**src/rtl/pmi_pkg.sv**
```systemverilog
package pmi_pkg;

  // ---------------------------------------------------------------
  // Clock and serial timing
  // ---------------------------------------------------------------
  localparam int CLK_HZ = 20_000_000;
  localparam int BIT_CLOCK_HZ = 250_000;
  // Half period of the memory bit clock, rounded down
  localparam int HALF_BIT_CYC = CLK_HZ / (2 * BIT_CLOCK_HZ);
  localparam int READ_CYCLE_US = 200;
  // Least duration of a read cycle, rounded up
  localparam int READ_CYCLE_CYC = (READ_CYCLE_US * (CLK_HZ / 1000) + 999)
                                  / 1000;
  localparam int PROG_TIME_MS = 10;
  localparam int PROG_TIMEOUT_CYC = PROG_TIME_MS * (CLK_HZ / 1000);
  // Cycles after select rises before the ready level is trusted
  localparam int POLL_SETTLE_CYC = 4;

  // ---------------------------------------------------------------
  // Memory command layout
  // ---------------------------------------------------------------
  localparam int ADDR_W = 7;
  localparam int WORD_W = 16;
  localparam int CMD_W = 9;
  localparam int FRAME_W = CMD_W + WORD_W;
  localparam int SR_BITS = 24;
  localparam logic [2:0] OP_READ = 3'h6;
  localparam logic [2:0] OP_EWEN = 3'h4;
  localparam logic [2:0] OP_WRITE = 3'h5;
  localparam logic [5:0] ADR_EWEN = 6'h30;
  localparam logic [5:0] ADR_WORD0 = 6'h00;
  localparam logic [6:0] BAD_STATION = 7'h7E;

  // ---------------------------------------------------------------
  // Pin positions on the station-address pins
  // ---------------------------------------------------------------
  localparam int PIN_DI = 1;
  localparam int PIN_ACA = 5;
  localparam int PIN_TYPE = 6;

  // ---------------------------------------------------------------
  // Register map and fields
  // ---------------------------------------------------------------
  localparam logic [2:0] REG_CTRL = 3'h0;
  localparam logic [2:0] REG_WDATA = 3'h1;
  localparam logic [2:0] REG_STATUS = 3'h2;
  localparam logic [2:0] REG_RDATA = 3'h3;
  localparam int CTRL_RD = 0;
  localparam int CTRL_WRCALL = 1;
  localparam int CTRL_WADDR = 2;
  localparam int CTRL_NOCHG = 3;
  localparam logic [15:0] WDATA_RST = 16'h0000;
  localparam logic [15:0] RDATA_RST = 16'h0000;
  localparam logic [6:0] STATION_RST = 7'h00;

  typedef enum logic [4:0] {
    ST_IDLE  = 5'h01,
    ST_LOAD  = 5'h02,
    ST_SHIFT = 5'h04,
    ST_GAP   = 5'h08,
    ST_POLL  = 5'h10
  } pmi_state_type;

  typedef enum logic [3:0] {
    PH_EWEN  = 4'h1,
    PH_WRITE = 4'h2,
    PH_READ  = 4'h4,
    PH_SR    = 4'h8
  } pmi_phase_type;

endpackage : pmi_pkg

```
**src/rtl/pmi_param_memory.sv**
```systemverilog
// Strobed register access and the placing of the registers are this design's own decisions.
`timescale 1ns/1ns

module pmi_param_memory #(
  parameter int PROG_TIMEOUT = pmi_pkg::PROG_TIMEOUT_CYC
) (
  input wire logic mclk, // System clock
  input wire logic nrst, // Asynchronous reset
  input wire logic clk_en, // Freezes all state when low
  input wire logic serial_param_select, // Pin: serial memory used
  input wire logic [6:0] station_address_pins, // Pin inputs
  output logic param_memory_select, // Memory select level
  output logic param_memory_select_oe, // Drives pin when high
  output logic param_serial_clock, // Memory bit clock
  output logic param_serial_clock_oe, // Drives pin when high
  output logic param_serial_out, // Data out or parallel load
  output logic param_serial_out_oe, // Drives pin when high
  input wire logic [2:0] reg_addr, // Register index
  input wire logic [15:0] reg_wdata, // Write data
  input wire logic reg_wr, // Write strobe
  input wire logic reg_rd, // Read strobe
  output logic [15:0] reg_rdata, // Read data, one cycle later
  input wire logic telegram_error_free, // Telegram passed checks
  output logic [6:0] station_address, // Current station address
  output logic call_ack, // Write call acknowledge pulse
  output logic baud_search_restart, // Pulse after acknowledge
  output logic negative_ack_response // Write call refused pulse
);
  import pmi_pkg::*;

  // ---------------------------------------------------------------
  // Declarations
  // ---------------------------------------------------------------
  localparam logic [5:0] HALF_LAST = 6'(HALF_BIT_CYC - 1);
  localparam logic [12:0] READ_MIN = 13'(READ_CYCLE_CYC);
  localparam logic [4:0] CMD_BITS = 5'(CMD_W);
  localparam logic [4:0] FRAME_BITS = 5'(FRAME_W);
  localparam logic [4:0] SR_COUNT = 5'(SR_BITS);
  localparam int TW = $clog2(PROG_TIMEOUT + 1);
  localparam int AST_HALF = HALF_BIT_CYC;

  logic sel_m_ff, sel_s_ff;
  logic [6:0] pins_m_ff, pins_s_ff;
  logic di_s, aca_s, ee_s;
  pmi_state_type state_ff;
  pmi_phase_type phase_ff;
  logic [5:0] div_ff;
  logic tick;
  logic [4:0] bits_ff;
  logic [FRAME_W-1:0] tx_ff;
  logic [SR_BITS-1:0] rx_ff;
  logic cs_ff, sclk_ff, dout_ff;
  logic [12:0] cyc_ff;
  logic [TW-1:0] prog_ff;
  logic prog_timeout_ff;
  logic rd_flag_ff, wr_flag_ff;
  logic waddr_ff, nochg_ff, poweron_ff;
  logic [15:0] wdata_ff, rdata_ff;
  logic [6:0] station_ff;
  logic ack_ff, restart_ff, nak_ff;
  logic ctrl_wr, call, mem_ok, allowed;
  logic rd_done, wr_done;

  // Convert a two-digit BCD address, illegal codes map to 126
  function automatic logic [6:0] bcd_to_bin(input logic [7:0] b);
    logic [6:0] tens;
    tens = {3'h0, b[7:4]};
    if (b[7:4] > 4'h9 || b[3:0] > 4'h9 || b == 8'h00) begin
      return BAD_STATION;
    end
    return 7'(tens * 7'h0A + {3'h0, b[3:0]});
  endfunction : bcd_to_bin

  // ---------------------------------------------------------------
  // Pin synchronisers
  // ---------------------------------------------------------------
  // Strap and serial inputs come from off chip
  always_ff @(posedge mclk or negedge nrst) begin
    if (!nrst) begin
      sel_m_ff <= 1'b0;
      sel_s_ff <= 1'b0;
      pins_m_ff <= 7'h00;
      pins_s_ff <= 7'h00;
    end else if (clk_en) begin
      sel_m_ff <= serial_param_select;
      sel_s_ff <= sel_m_ff;
      pins_m_ff <= station_address_pins;
      pins_s_ff <= pins_m_ff;
    end
  end

  // Repurposed pin meanings in serial mode
  assign di_s = pins_s_ff[PIN_DI];
  assign aca_s = pins_s_ff[PIN_ACA] & ee_s;
  assign ee_s = pins_s_ff[PIN_TYPE];

  // ---------------------------------------------------------------
  // Request decode
  // ---------------------------------------------------------------
  assign ctrl_wr = reg_wr && reg_addr == REG_CTRL;
  assign call = ctrl_wr && reg_wdata[CTRL_WRCALL];
  // Only an attached EEPROM can take an address write
  assign mem_ok = sel_s_ff && ee_s;
  assign allowed = poweron_ff || aca_s || !nochg_ff;

  // Control bits written through the control register
  always_ff @(posedge mclk or negedge nrst) begin
    if (!nrst) begin
      waddr_ff <= 1'b0;
      nochg_ff <= 1'b0;
    end else if (clk_en && ctrl_wr) begin
      waddr_ff <= reg_wdata[CTRL_WADDR];
      nochg_ff <= reg_wdata[CTRL_NOCHG];
    end
  end

  // Held off while a write runs so the frame cannot change under it
  always_ff @(posedge mclk or negedge nrst) begin
    if (!nrst) begin
      wdata_ff <= WDATA_RST;
    end else if (clk_en && reg_wr && reg_addr == REG_WDATA &&
                 telegram_error_free && !wr_flag_ff) begin
      wdata_ff <= reg_wdata;
    end
  end

  // Call answers: acknowledge first, baud restart one cycle later
  always_ff @(posedge mclk or negedge nrst) begin
    if (!nrst) begin
      ack_ff <= 1'b0;
      restart_ff <= 1'b0;
      nak_ff <= 1'b0;
    end else if (clk_en) begin
      ack_ff <= call && mem_ok;
      restart_ff <= ack_ff;
      nak_ff <= call && !mem_ok;
    end
  end

  // Request flags, a new request wins over a same-cycle clear
  always_ff @(posedge mclk or negedge nrst) begin
    if (!nrst) begin
      rd_flag_ff <= 1'b0;
      wr_flag_ff <= 1'b0;
    end else if (clk_en) begin
      if (rd_done) begin
        rd_flag_ff <= 1'b0;
      end
      if (ctrl_wr && reg_wdata[CTRL_RD] && sel_s_ff) begin
        rd_flag_ff <= 1'b1;
      end
      if (wr_done) begin
        wr_flag_ff <= 1'b0;
      end
      if (call && mem_ok && allowed) begin
        wr_flag_ff <= 1'b1;
      end
    end
  end

  // Power-on grant lasts until the first address write lands
  always_ff @(posedge mclk or negedge nrst) begin
    if (!nrst) begin
      poweron_ff <= 1'b1;
    end else if (clk_en && wr_done) begin
      poweron_ff <= 1'b0;
    end
  end

  // ---------------------------------------------------------------
  // Bit clock divider
  // ---------------------------------------------------------------
  // Runs only while a cycle is active so each cycle starts aligned
  always_ff @(posedge mclk or negedge nrst) begin
    if (!nrst) begin
      div_ff <= 6'h00;
    end else if (clk_en) begin
      if (state_ff == ST_IDLE || tick) begin
        div_ff <= 6'h00;
      end else begin
        div_ff <= div_ff + 6'h01;
      end
    end
  end
  assign tick = state_ff != ST_IDLE && div_ff == HALF_LAST;

  // Elapsed time of the current cycle, saturating
  always_ff @(posedge mclk or negedge nrst) begin
    if (!nrst) begin
      cyc_ff <= 13'h0000;
    end else if (clk_en) begin
      if (state_ff == ST_IDLE) begin
        cyc_ff <= 13'h0000;
      end else if (cyc_ff != READ_MIN) begin
        cyc_ff <= cyc_ff + 13'h0001;
      end
    end
  end

  // Completion strobes for the flag logic
  assign rd_done = (state_ff == ST_GAP && phase_ff == PH_READ &&
                    cyc_ff == READ_MIN) ||
                   (state_ff == ST_SHIFT && phase_ff == PH_SR && tick &&
                    sclk_ff && bits_ff == 5'h00);
  // Stale line level must clear the synchroniser before ready counts
  assign wr_done = state_ff == ST_POLL && di_s &&
                   prog_ff >= TW'(POLL_SETTLE_CYC);

  // ---------------------------------------------------------------
  // Memory sequencer
  // ---------------------------------------------------------------
  // One frame per command; the write path always runs the enable
  // frame first and never sends an erase
  always_ff @(posedge mclk or negedge nrst) begin
    if (!nrst) begin
      state_ff <= ST_IDLE;
      phase_ff <= PH_READ;
      bits_ff <= 5'h00;
      tx_ff <= '0;
      cs_ff <= 1'b0;
      sclk_ff <= 1'b0;
      dout_ff <= 1'b0;
    end else if (clk_en) begin
      unique case (state_ff)
        ST_IDLE: begin
          sclk_ff <= 1'b0;
          // Shift-register idles with clock disabled and load high
          cs_ff <= !ee_s;
          dout_ff <= !ee_s;
          if (sel_s_ff && !ee_s && rd_flag_ff) begin
            phase_ff <= PH_SR;
            state_ff <= ST_LOAD;
            cs_ff <= 1'b1;
            dout_ff <= 1'b0;
          end else if (mem_ok && rd_flag_ff) begin
            phase_ff <= PH_READ;
            state_ff <= ST_SHIFT;
            bits_ff <= FRAME_BITS;
            cs_ff <= 1'b1;
            dout_ff <= 1'b1;
            tx_ff <= {OP_READ[1:0], 5'h00, waddr_ff,
                      17'h00000};
          end else if (mem_ok && wr_flag_ff) begin
            phase_ff <= PH_EWEN;
            state_ff <= ST_SHIFT;
            bits_ff <= CMD_BITS;
            cs_ff <= 1'b1;
            dout_ff <= 1'b1;
            tx_ff <= {OP_EWEN[1:0], ADR_EWEN, 17'h00000};
          end
        end
        ST_LOAD: begin
          // Parallel load low for one half bit, then shift enabled
          if (tick) begin
            tx_ff <= '1; // Keeps the load line high while shifting
            dout_ff <= 1'b1;
            cs_ff <= 1'b0;
            bits_ff <= SR_COUNT;
            state_ff <= ST_SHIFT;
          end
        end
        ST_SHIFT: begin
          if (tick) begin
            if (!sclk_ff) begin
              sclk_ff <= 1'b1;
              bits_ff <= bits_ff - 5'h01;
            end else begin
              sclk_ff <= 1'b0;
              if (bits_ff != 5'h00) begin
                dout_ff <= tx_ff[FRAME_W-1];
                tx_ff <= {tx_ff[FRAME_W-2:0], 1'b0};
              end else if (phase_ff == PH_SR) begin
                cs_ff <= 1'b1;
                state_ff <= ST_IDLE;
              end else begin
                cs_ff <= 1'b0;
                dout_ff <= 1'b0;
                state_ff <= ST_GAP;
              end
            end
          end
        end
        ST_GAP: begin
          // Select low between frames; reads also honour least time
          if (tick || phase_ff == PH_READ) begin
            unique case (phase_ff)
              PH_EWEN: begin
                phase_ff <= PH_WRITE;
                state_ff <= ST_SHIFT;
                bits_ff <= FRAME_BITS;
                cs_ff <= 1'b1;
                dout_ff <= 1'b1;
                tx_ff <= {OP_WRITE[1:0], ADR_WORD0,
                          wdata_ff, 1'b0};
              end
              PH_WRITE: begin
                cs_ff <= 1'b1;
                state_ff <= ST_POLL;
              end
              default: begin
                if (cyc_ff == READ_MIN) begin
                  state_ff <= ST_IDLE;
                end
              end
            endcase
          end
        end
        ST_POLL: begin
          // Ready on the serial input ends programming
          if (wr_done) begin
            cs_ff <= 1'b0;
            state_ff <= ST_IDLE;
          end
        end
      endcase
    end
  end

  // Receive shift: MSB first from EEPROM, LSB first from register
  always_ff @(posedge mclk or negedge nrst) begin
    if (!nrst) begin
      rx_ff <= '0;
    end else if (clk_en) begin
      if (state_ff == ST_IDLE) begin
        rx_ff <= '0;
      end else if (state_ff == ST_SHIFT && tick && !sclk_ff) begin
        if (phase_ff == PH_SR) begin
          rx_ff <= {di_s, rx_ff[SR_BITS-1:1]};
        end else begin
          rx_ff <= {rx_ff[SR_BITS-2:0], di_s};
        end
      end
    end
  end

  // Programming watchdog; the write flag still waits for ready
  always_ff @(posedge mclk or negedge nrst) begin
    if (!nrst) begin
      prog_ff <= '0;
      prog_timeout_ff <= 1'b0;
    end else if (clk_en) begin
      if (call) begin
        prog_timeout_ff <= 1'b0;
      end
      if (state_ff != ST_POLL) begin
        prog_ff <= '0;
      end else if (prog_ff == TW'(PROG_TIMEOUT)) begin
        prog_timeout_ff <= 1'b1;
      end else begin
        prog_ff <= prog_ff + TW'(1);
      end
    end
  end

  // ---------------------------------------------------------------
  // Read results and station address
  // ---------------------------------------------------------------
  always_ff @(posedge mclk or negedge nrst) begin
    if (!nrst) begin
      rdata_ff <= RDATA_RST;
      station_ff <= STATION_RST;
    end else if (clk_en) begin
      if (!sel_s_ff) begin
        station_ff <= pins_s_ff;
      end else if (rd_done && phase_ff == PH_SR) begin
        rdata_ff <= rx_ff[SR_BITS-1:8];
        station_ff <= bcd_to_bin(rx_ff[7:0]);
      end else if (rd_done) begin
        rdata_ff <= rx_ff[WORD_W-1:0];
        if (!waddr_ff) begin
          station_ff <= rx_ff[ADDR_W-1:0];
        end
      end else if (wr_done) begin
        station_ff <= wdata_ff[ADDR_W-1:0];
      end
    end
  end

  // Register read port, data only in the cycle after the strobe
  always_ff @(posedge mclk or negedge nrst) begin
    if (!nrst) begin
      reg_rdata <= 16'h0000;
    end else if (clk_en) begin
      reg_rdata <= 16'h0000;
      if (reg_rd) begin
        unique case (reg_addr)
          REG_CTRL: reg_rdata <= {12'h000, nochg_ff, waddr_ff, 2'h0};
          REG_WDATA: reg_rdata <= wdata_ff;
          REG_STATUS: reg_rdata <= {1'b0, station_ff, 2'h0,
                                    poweron_ff, prog_timeout_ff,
                                    sel_s_ff, ee_s, wr_flag_ff,
                                    rd_flag_ff};
          REG_RDATA: reg_rdata <= rdata_ff;
          default: reg_rdata <= 16'h0000;
        endcase
      end
    end
  end

  // ---------------------------------------------------------------
  // Outputs
  // ---------------------------------------------------------------
  // Serial pins only driven when the straps select serial mode
  assign param_memory_select = cs_ff;
  assign param_serial_clock = sclk_ff;
  assign param_serial_out = dout_ff;
  assign param_memory_select_oe = sel_s_ff;
  assign param_serial_clock_oe = sel_s_ff;
  assign param_serial_out_oe = sel_s_ff;
  assign station_address = station_ff;
  assign call_ack = ack_ff;
  assign baud_search_restart = restart_ff;
  assign negative_ack_response = nak_ff;
endmodule : pmi_param_memory

```
**config.mk**
```make
export PLATFORM = sky130hd
export DESIGN_NAME = pmi_param_memory
export DESIGN_NICKNAME = d
export VERILOG_FILES = /design/src/rtl/pmi_pkg.sv /design/src/rtl/pmi_param_memory.sv
export SDC_FILE = /design/constraint.sdc
export NUM_CORES = 1
export LEC_CHECK = 0
export ABC_AREA = 1
export BUFFER_PORTS_ARGS = -buffer_cell sky130_fd_sc_hd__clkbuf_2
export CAP_MARGIN = 20
export CORE_MARGIN = 10
export CORE_UTILIZATION = 40
export CTS_BUF_LIST = sky130_fd_sc_hd__clkbuf_4
export DETAILED_ROUTE_END_ITERATION = 6
export PLACE_DENSITY = 0.68
export SYNTH_ARGS = -nofsm -noshare
export SYNTH_HDL_FRONTEND = slang
export SYNTH_SLANG_ARGS = --single-unit
```
**constraint.sdc**
```tcl
create_clock -name mclk -period 2.2 [get_ports mclk]
set_input_delay 0.33 -clock mclk [delete_from_list [all_inputs] [get_ports mclk]]
set_output_delay 0.33 -clock mclk [all_outputs]
set_load 0.03 [all_outputs]
```
# Yosys cells after proc, flatten, opt, wreduce, memory -nomap -nowiden
# Index checks and enable logic that the tools add are counted.
# op_classes
add_sub_neg	5
mul	1
order_cmp	3
n_eq_ne	36
muxes	91
bitwise_logic	1
n_reduce_logical	69
# ops
cell	n
$mux 25	9
$pmux 25 s4	1
$mux 5	18
$mux 24	3
$pmux 16 s4	1
$mux 7	7
$mux 16	3
$mux 18	2
$mux 1	31
$logic_and 1x1->1	30
$mux 13	2
$pmux 5 s5	1
$mux 4	6
$ne 2x2->1 const B	10
$pmux 5 s4	1
$add 18x1->18 const B	1
$eq 18x18->1 const B	1
$ge 18x3->1 const B	1
$reduce_and 9->1	2
$reduce_and 8->1	2
$reduce_bool 2->1	7
$add 13x1->13 const B	1
$eq 13x12->1 const B	1
$ne 13x12->1 const B	1
other kinds (43)	64
# totals
register_bits	183
in_bits	33
wordCells	234

# Logic depth before layout (Yosys ltp)
# logic_depth
ltp_word	13
depth_mapped	14

# Worst setup path after synthesis
# OpenSTA, ideal clock, no wires.
# synth_timing
path_type	flip-flop to flip-flop
startpoint	register rx_ff[5]
endpoint	register station_ff[6] (netlist: station_address[6])
setup_ns	0.126
arrival_ns	1.890
slack_ns	0.183
stages_incl_launch_ff	13
path_buffers	0
path_cell_list	dfrtp_1 -> ha_1 -> ha_1 -> fa_1 -> nand2_1 -> inv_1 -> nand2_1 -> nand2_1 -> nand3_1 -> nand2_1 -> nand2_1 -> nor2_1 -> o21ai_0
# synth_between
elab_chain_len	10
# synth_rtl
element	line_no	text
start: declaration	pmi_param_memory.sv:51	logic [SR_BITS-1:0] rx_ff;
start signal: assignment	pmi_param_memory.sv:328	rx_ff <= {di_s, rx_ff[SR_BITS-1:1]};
start signal: assignment	pmi_param_memory.sv:330	rx_ff <= {rx_ff[SR_BITS-2:0], di_s};
branches (longest 7 deep; another with $add 7x4->7)	--	
$mux 7 *	pmi_param_memory.sv:71	return 7'(tens * 7'h0A + {3'h0, b[3:0]});
$mux 7 *	pmi_param_memory.sv:365	end else if (rd_done && phase_ff == PH_SR) begin
$mux 7 *	pmi_param_memory.sv:363	if (!sel_s_ff) begin
end signal: assignment	pmi_param_memory.sv:364	station_ff <= pins_s_ff;
end signal: assignment	pmi_param_memory.sv:367	station_ff <= bcd_to_bin(rx_ff[7:0]);
end signal: assignment	pmi_param_memory.sv:371	station_ff <= rx_ff[ADDR_W-1:0];
end: declaration	pmi_param_memory.sv:59	logic [6:0] station_ff;
# Mark *: on every way between the ends. The select of a mux whose other input is x is not followed.
# A chain may end at the register's enable or synchronous reset.

# Worst setup path in the final report
# layout_timing
startpoint	register rx_ff[7]
endpoint	register station_ff[6] (netlist: station_address[6])
# The elaborated chain is that of the path after synthesis.

==> results.txt <==
----------------------------------------------------
[Outcome]
  Status ... complete, no violations

[STA]
  Layout Skew ... around 0.03 ns
  Share of the clock period used by the worst path ... 97.7%
  Worst setup slack after layout ... 0.0514 ns
  Fin. Hold Viols ... 0
  Worst-Margin Slew ... 0.535 ns
  Fmax ... approximately 470 MHz
  Post-layout min period ... roughly 2.1 ns
  Slew headroom ... ~64%
  Unrepaired setup endpoints after global routing ... yes
  Final number of setup-violating endpoints ... 0
  Final count of pins violating max slew ... 0
  Post-route worst hold slack ... 0.0652 ns

[Pwr]
  Clock Power Share ... between 10% and 20%
  Sequential Power Share ... between 40% and 50%
  Power density over the cells ... 1010 nW/um2
  Logic gate share of total power ... between 40% and 50%
  Total chip power ... ~12,000 uW
  Switching Power ... 5140 uW
  Largest vdd supply drop ... ~390 uV
  Static Leak ... between 0.005 and 0.006 uW
  Sw Ratio ... about 44%
  Internal power component ... roughly 6400 uW

[Synth]
  Post-Synth Simple-Gate Area ... 26.9%
  Synth Area in XOR/XNOR ... 1.50%
  Top flip-flop cell by instance count after synthesis ... sky130_fd_sc_hd__dfrtp_1
  Post-synthesis cell type count ... 48
  Dominant combinational cell family by area after synthesis ... simple AND/OR/NAND/NOR gates
  Cells after synthesis ... ~1,300
  Complex-gate fraction of the synthesized area ... between 10% and 20%
  Count leader, synth ... sky130_fd_sc_hd__nand2_1
  Proportion of netlist area held by the largest area contributor ... between 40 and 50%
  Share of async-settable or async-resettable flops after synthesis ... 100%
  Ranking of synthesized cells by area ... sky130_fd_sc_hd__dfrtp_1 45%, sky130_fd_sc_hd__nand2_1 14%, sky130_fd_sc_hd__o21ai_0 6.1%
  Mux cell area share after synthesis ... less than 1%
  Commonest cells in the synthesized netlist ... 381 x sky130_fd_sc_hd__nand2_1, 180 x sky130_fd_sc_hd__dfrtp_1, 121 x sky130_fd_sc_hd__o21ai_0
  Synthesized area ... 9910 um2
  Adder-cell share of the synthesized area ... roughly 2.0%
  Yosys top cell by area ... sky130_fd_sc_hd__dfrtp_1
  Count of flip-flops with a built-in enable after synthesis ... 0
  Net count after synthesis ... approximately 1,300
  #FFs+latches synth ... 183
  Number of warnings issued by yosys ... 0
  Sequential fraction of the synthesis area ... between 40% and 50%
  Post-synthesis average cell area ... 7.68 um2

[Finish]
  Area growth from synthesis to final layout ... 15.1%
  Final non-filler cell area ... about 11,000 um2
  Ant diodes ... 0
  Non-filler cells in the finished layout ... between 1,500 and 2,000
  Fin nets ... around 1,400
  Share of layout cells above drive strength 1 ... ~14%
  Area used by multi-input combinational logic ... about 4700 um2
  Register area ... 4580 um2
  Number of fill cells in the layout ... about 2,400

[Critical path]
  Critical Path End Type ... flip-flop
  Worst Setup Path Type ... flip-flop to flip-flop
  Slowest Stage Delay on Critical Path ... roughly 0.54 ns
  Most frequent cell on the critical path ... sky130_fd_sc_hd__nand2_1
  Data arrival time of the critical path ... roughly 2.6 ns
  Cell-by-cell listing of the critical path ... ha_1, ha_2, fa_1, nand2_1, inv_2, nand2_1, nand2_1, nand3_2, nand2_1, nand2_1, nor2_2, o21ai_2
  Kind of start point of the critical path ... flip-flop
  Worst-path fanout max ... 2
  Destination of the worst register-to-register timing path ... station_address[6]$_DFFE_PN0P_
  Startpoint of the most critical register-to-register path ... rx_ff[7]$_DFFE_PN0P_
  CP max-delay cell ... sky130_fd_sc_hd__fa_1
  Req. time, crit path ... ~2.7 ns
  Worst setup slack for register-to-register paths ... 0.05 ns
  Depth of the most critical reg-to-reg path ... 12

[Global routing]
  Largest net degree at the start of global routing ... between 40 and 50
  Combined global-route utilization of all metal layers ... between 10% and 20%
  Antenna violations before repair ... 0
  Vias in the first global route ... 8,625
  First-pass GRT wire length ... 44,400 um
  Remaining global-route overflow ... 0

[Floorplanning]
  Floorplan die width ... 177 um
  Placeable core area ... about 24,000 um2
  Row Count ... between 50 and 60
  Effective utilization at floorplan ... between 40 and 50%
  Number of placed I/O pins ... 65
  Height of the die ... 177 um
  Overall die area ... around 31,000 um2

[Routing]
  Routed WL ... approximately 27,000 um
  Residual antenna-violating net count after detailed routing ... 0
  Routed length per instance ... about 15 um
  Vias per Instance ... about 5.2
  Number of DRC markers after the initial detailed-route iteration ... approximately 900
  First-pass iteration count of the detailed router ... 7
  Via count ... about 9,000
  DRC Markers ... 0

[Run]
  # Max-Cap Violations ... 0

[Min path]
  Min-Delay Path Depth ... 3
  Worst Hold End ... wdata_ff[3]$_DFFE_PN0P_
  Kind of path behind the tightest hold check ... input port to flip-flop
  Beginning of the worst hold path ... reg_wdata[3]

[Clock network]
  Clock tree root driver cell ... sky130_fd_sc_hd__clkbuf_4
  Number of sinks on the clock net ... 183
  TritonCTS clock tree ... done
  CTS Buffer Depth ... 2
  H-tree level count ... 4
  Clock transition at the registers of the reported paths ... between 0.15 and 0.2 ns
  TritonCTS Buffers ... 17
  Clock latency on the worst-skew pair ... about 0.6 ns

[Placement]
  Number of placed instances with taps included ... around 1,700
  Post-detailed-placement cell area ... roughly 11,000 um2
  Placer Congestion ... approximately 0.92
  Port Buffers ... between 60 and 70
  DP Wirelength ... between 15,000 and 20,000 um
  Worst setup slack before clock tree synthesis ... roughly 0.032 ns

----------------------------------------------------
## worst max-delay path by stage
stage,from,to,slack [ns],depth (start not counted)
2_1_floorplan,rx_ff[5]$_DFFE_PN0P_,station_address[6]$_DFFE_PN0P_,0.18,12
3_3_place_gp,div_ff[0]$_DFFE_PN0P_,tx_ff[2]$_DFFE_PN0P_,0.10,11
3_5_place_dp,div_ff[0]$_DFFE_PN0P_,tx_ff[3]$_DFFE_PN0P_,0.03,11
4_1_cts,rx_ff[5]$_DFFE_PN0P_,station_address[6]$_DFFE_PN0P_,0.01,11
5_1_grt,rx_ff[7]$_DFFE_PN0P_,station_address[6]$_DFFE_PN0P_,-0.13,12
6_report,rx_ff[7]$_DFFE_PN0P_,station_address[6]$_DFFE_PN0P_,0.05,12
## layout make-up
class                           count  area share [%]
Clock buffer                       17            1.12
Clock inverter                     15            1.44
Inverter                          123            4.05
Multi-Input combinational cell    932            41.1
Sequential cell                   183            40.2
Tap cell                          324            3.55
Timing Repair Buffer              135            8.59
## cells in the final DEF (no fill, tap or decap), types with 3 or more instances in the layout
master / synthesis / layout
sky130_fd_sc_hd__nand2_1: 381 / 378
sky130_fd_sc_hd__dfrtp_1: 180 / 180
sky130_fd_sc_hd__o21ai_0: 121 / 120
sky130_fd_sc_hd__inv_1: 117 / 114
sky130_fd_sc_hd__nor2_1: 115 / 108
sky130_fd_sc_hd__nand3_1: 76 / 75
sky130_fd_sc_hd__clkbuf_2: 0 / 63
sky130_fd_sc_hd__a21oi_1: 60 / 59
sky130_fd_sc_hd__buf_4: 10 / 44
sky130_fd_sc_hd__a221oi_1: 26 / 26
sky130_fd_sc_hd__dlygate4sd3_1: 0 / 22
sky130_fd_sc_hd__o21ai_1: 20 / 20
sky130_fd_sc_hd__nand4_1: 17 / 17
sky130_fd_sc_hd__clkbuf_4: 0 / 17
sky130_fd_sc_hd__xor2_1: 14 / 14
sky130_fd_sc_hd__nor2_2: 8 / 13
sky130_fd_sc_hd__nor3_1: 15 / 13
sky130_fd_sc_hd__ha_1: 13 / 12
sky130_fd_sc_hd__o31ai_1: 10 / 10
sky130_fd_sc_hd__inv_2: 4 / 7
sky130_fd_sc_hd__o22ai_1: 6 / 6
sky130_fd_sc_hd__a22o_1: 6 / 6
sky130_fd_sc_hd__mux2_2: 5 / 5
sky130_fd_sc_hd__clkinv_4: 0 / 5
sky130_fd_sc_hd__buf_12: 0 / 5
sky130_fd_sc_hd__nand3_2: 5 / 4
sky130_fd_sc_hd__nor2_4: 2 / 4
sky130_fd_sc_hd__nand2_2: 1 / 4
sky130_fd_sc_hd__nand3b_1: 4 / 4
sky130_fd_sc_hd__clkinv_8: 0 / 4
sky130_fd_sc_hd__a21oi_2: 2 / 3
sky130_fd_sc_hd__o211ai_1: 3 / 3
sky130_fd_sc_hd__nand3_4: 1 / 3
sky130_fd_sc_hd__inv_8: 0 / 3
sky130_fd_sc_hd__dfstp_2: 3 / 3
## routing by layer
layer	track usage [%]	routed length (um)	vias up	share of wire, %
li1	-	-	4456	-
met1	23.3	12200	4315	46
met2	28.4	13000	213	48
met3	2.74	1130	35	4.2
met4	4.83	486	0	1.8
met5	0	0	-	0
## logic make-up (layout without fill, tap and decap cells)
family | count (synthesis) | count (layout)
buf+inv | 175 | 290
flops | 183 | 183
mux | 5 | 5
xor+xnor | 17 | 17
fa+ha+maj | 15 | 15
simple gates | 632 | 632
compound gates | 263 | 263
## through the flow
step,TNS [ns],utilization (%)
floorplan,0,-
global placement,0,44.1
detailed placement,0,44.1
CTS,0,46.3
global route,-0.193,46.9
finish,0,46.9
## flip-flops by register name (all words and copies together) (netlist names), 4 cells and up
| signal | cells |
|---|---|
| state_ff | 5 |
| rx_ff | 24 |
| pins_s_ff | 7 |
| cyc_ff | 13 |
| phase_ff | 4 |
| tx_ff | 25 |
| wdata_ff | 16 |
| bits_ff | 5 |
| pins_m_ff | 7 |
| prog_ff | 18 |
| rdata_ff | 16 |
| div_ff | 6 |
| reg_rdata | 16 |
| station_address | 7 |
## timing repair
item,4_1_cts,5_1_grt
setup endpoints to repair,0,69
hold buffers,22,0
gates resized for setup,0,27
setup buffers,0,8
endpoints found under the hold margin,64,0
## worst max-delay path, delay by kind of cell (launching register included)
family	cells	cell delay, ns
adders and majority gates	3	1.02
and+or+nand+nor	7	0.48
DFF	1	0.42
AOI/OAI and AO/OA	1	0.06
buffers and inverters	1	0.05
## power by group through the flow
stage | registers [uW] | logic (uW) | clock network [uW]
6_report | 4830 | 4890 | 1850
5_1_grt | 4940 | 5560 | 2030
4_1_cts | 4810 | 4570 | 1910
3_5_place_dp | 4860 | 4520 | 0
3_3_place_gp | 4860 | 4450 | 0
2_1_floorplan | 4810 | 3220 | 0
Power figures use the tool's default switching activity.
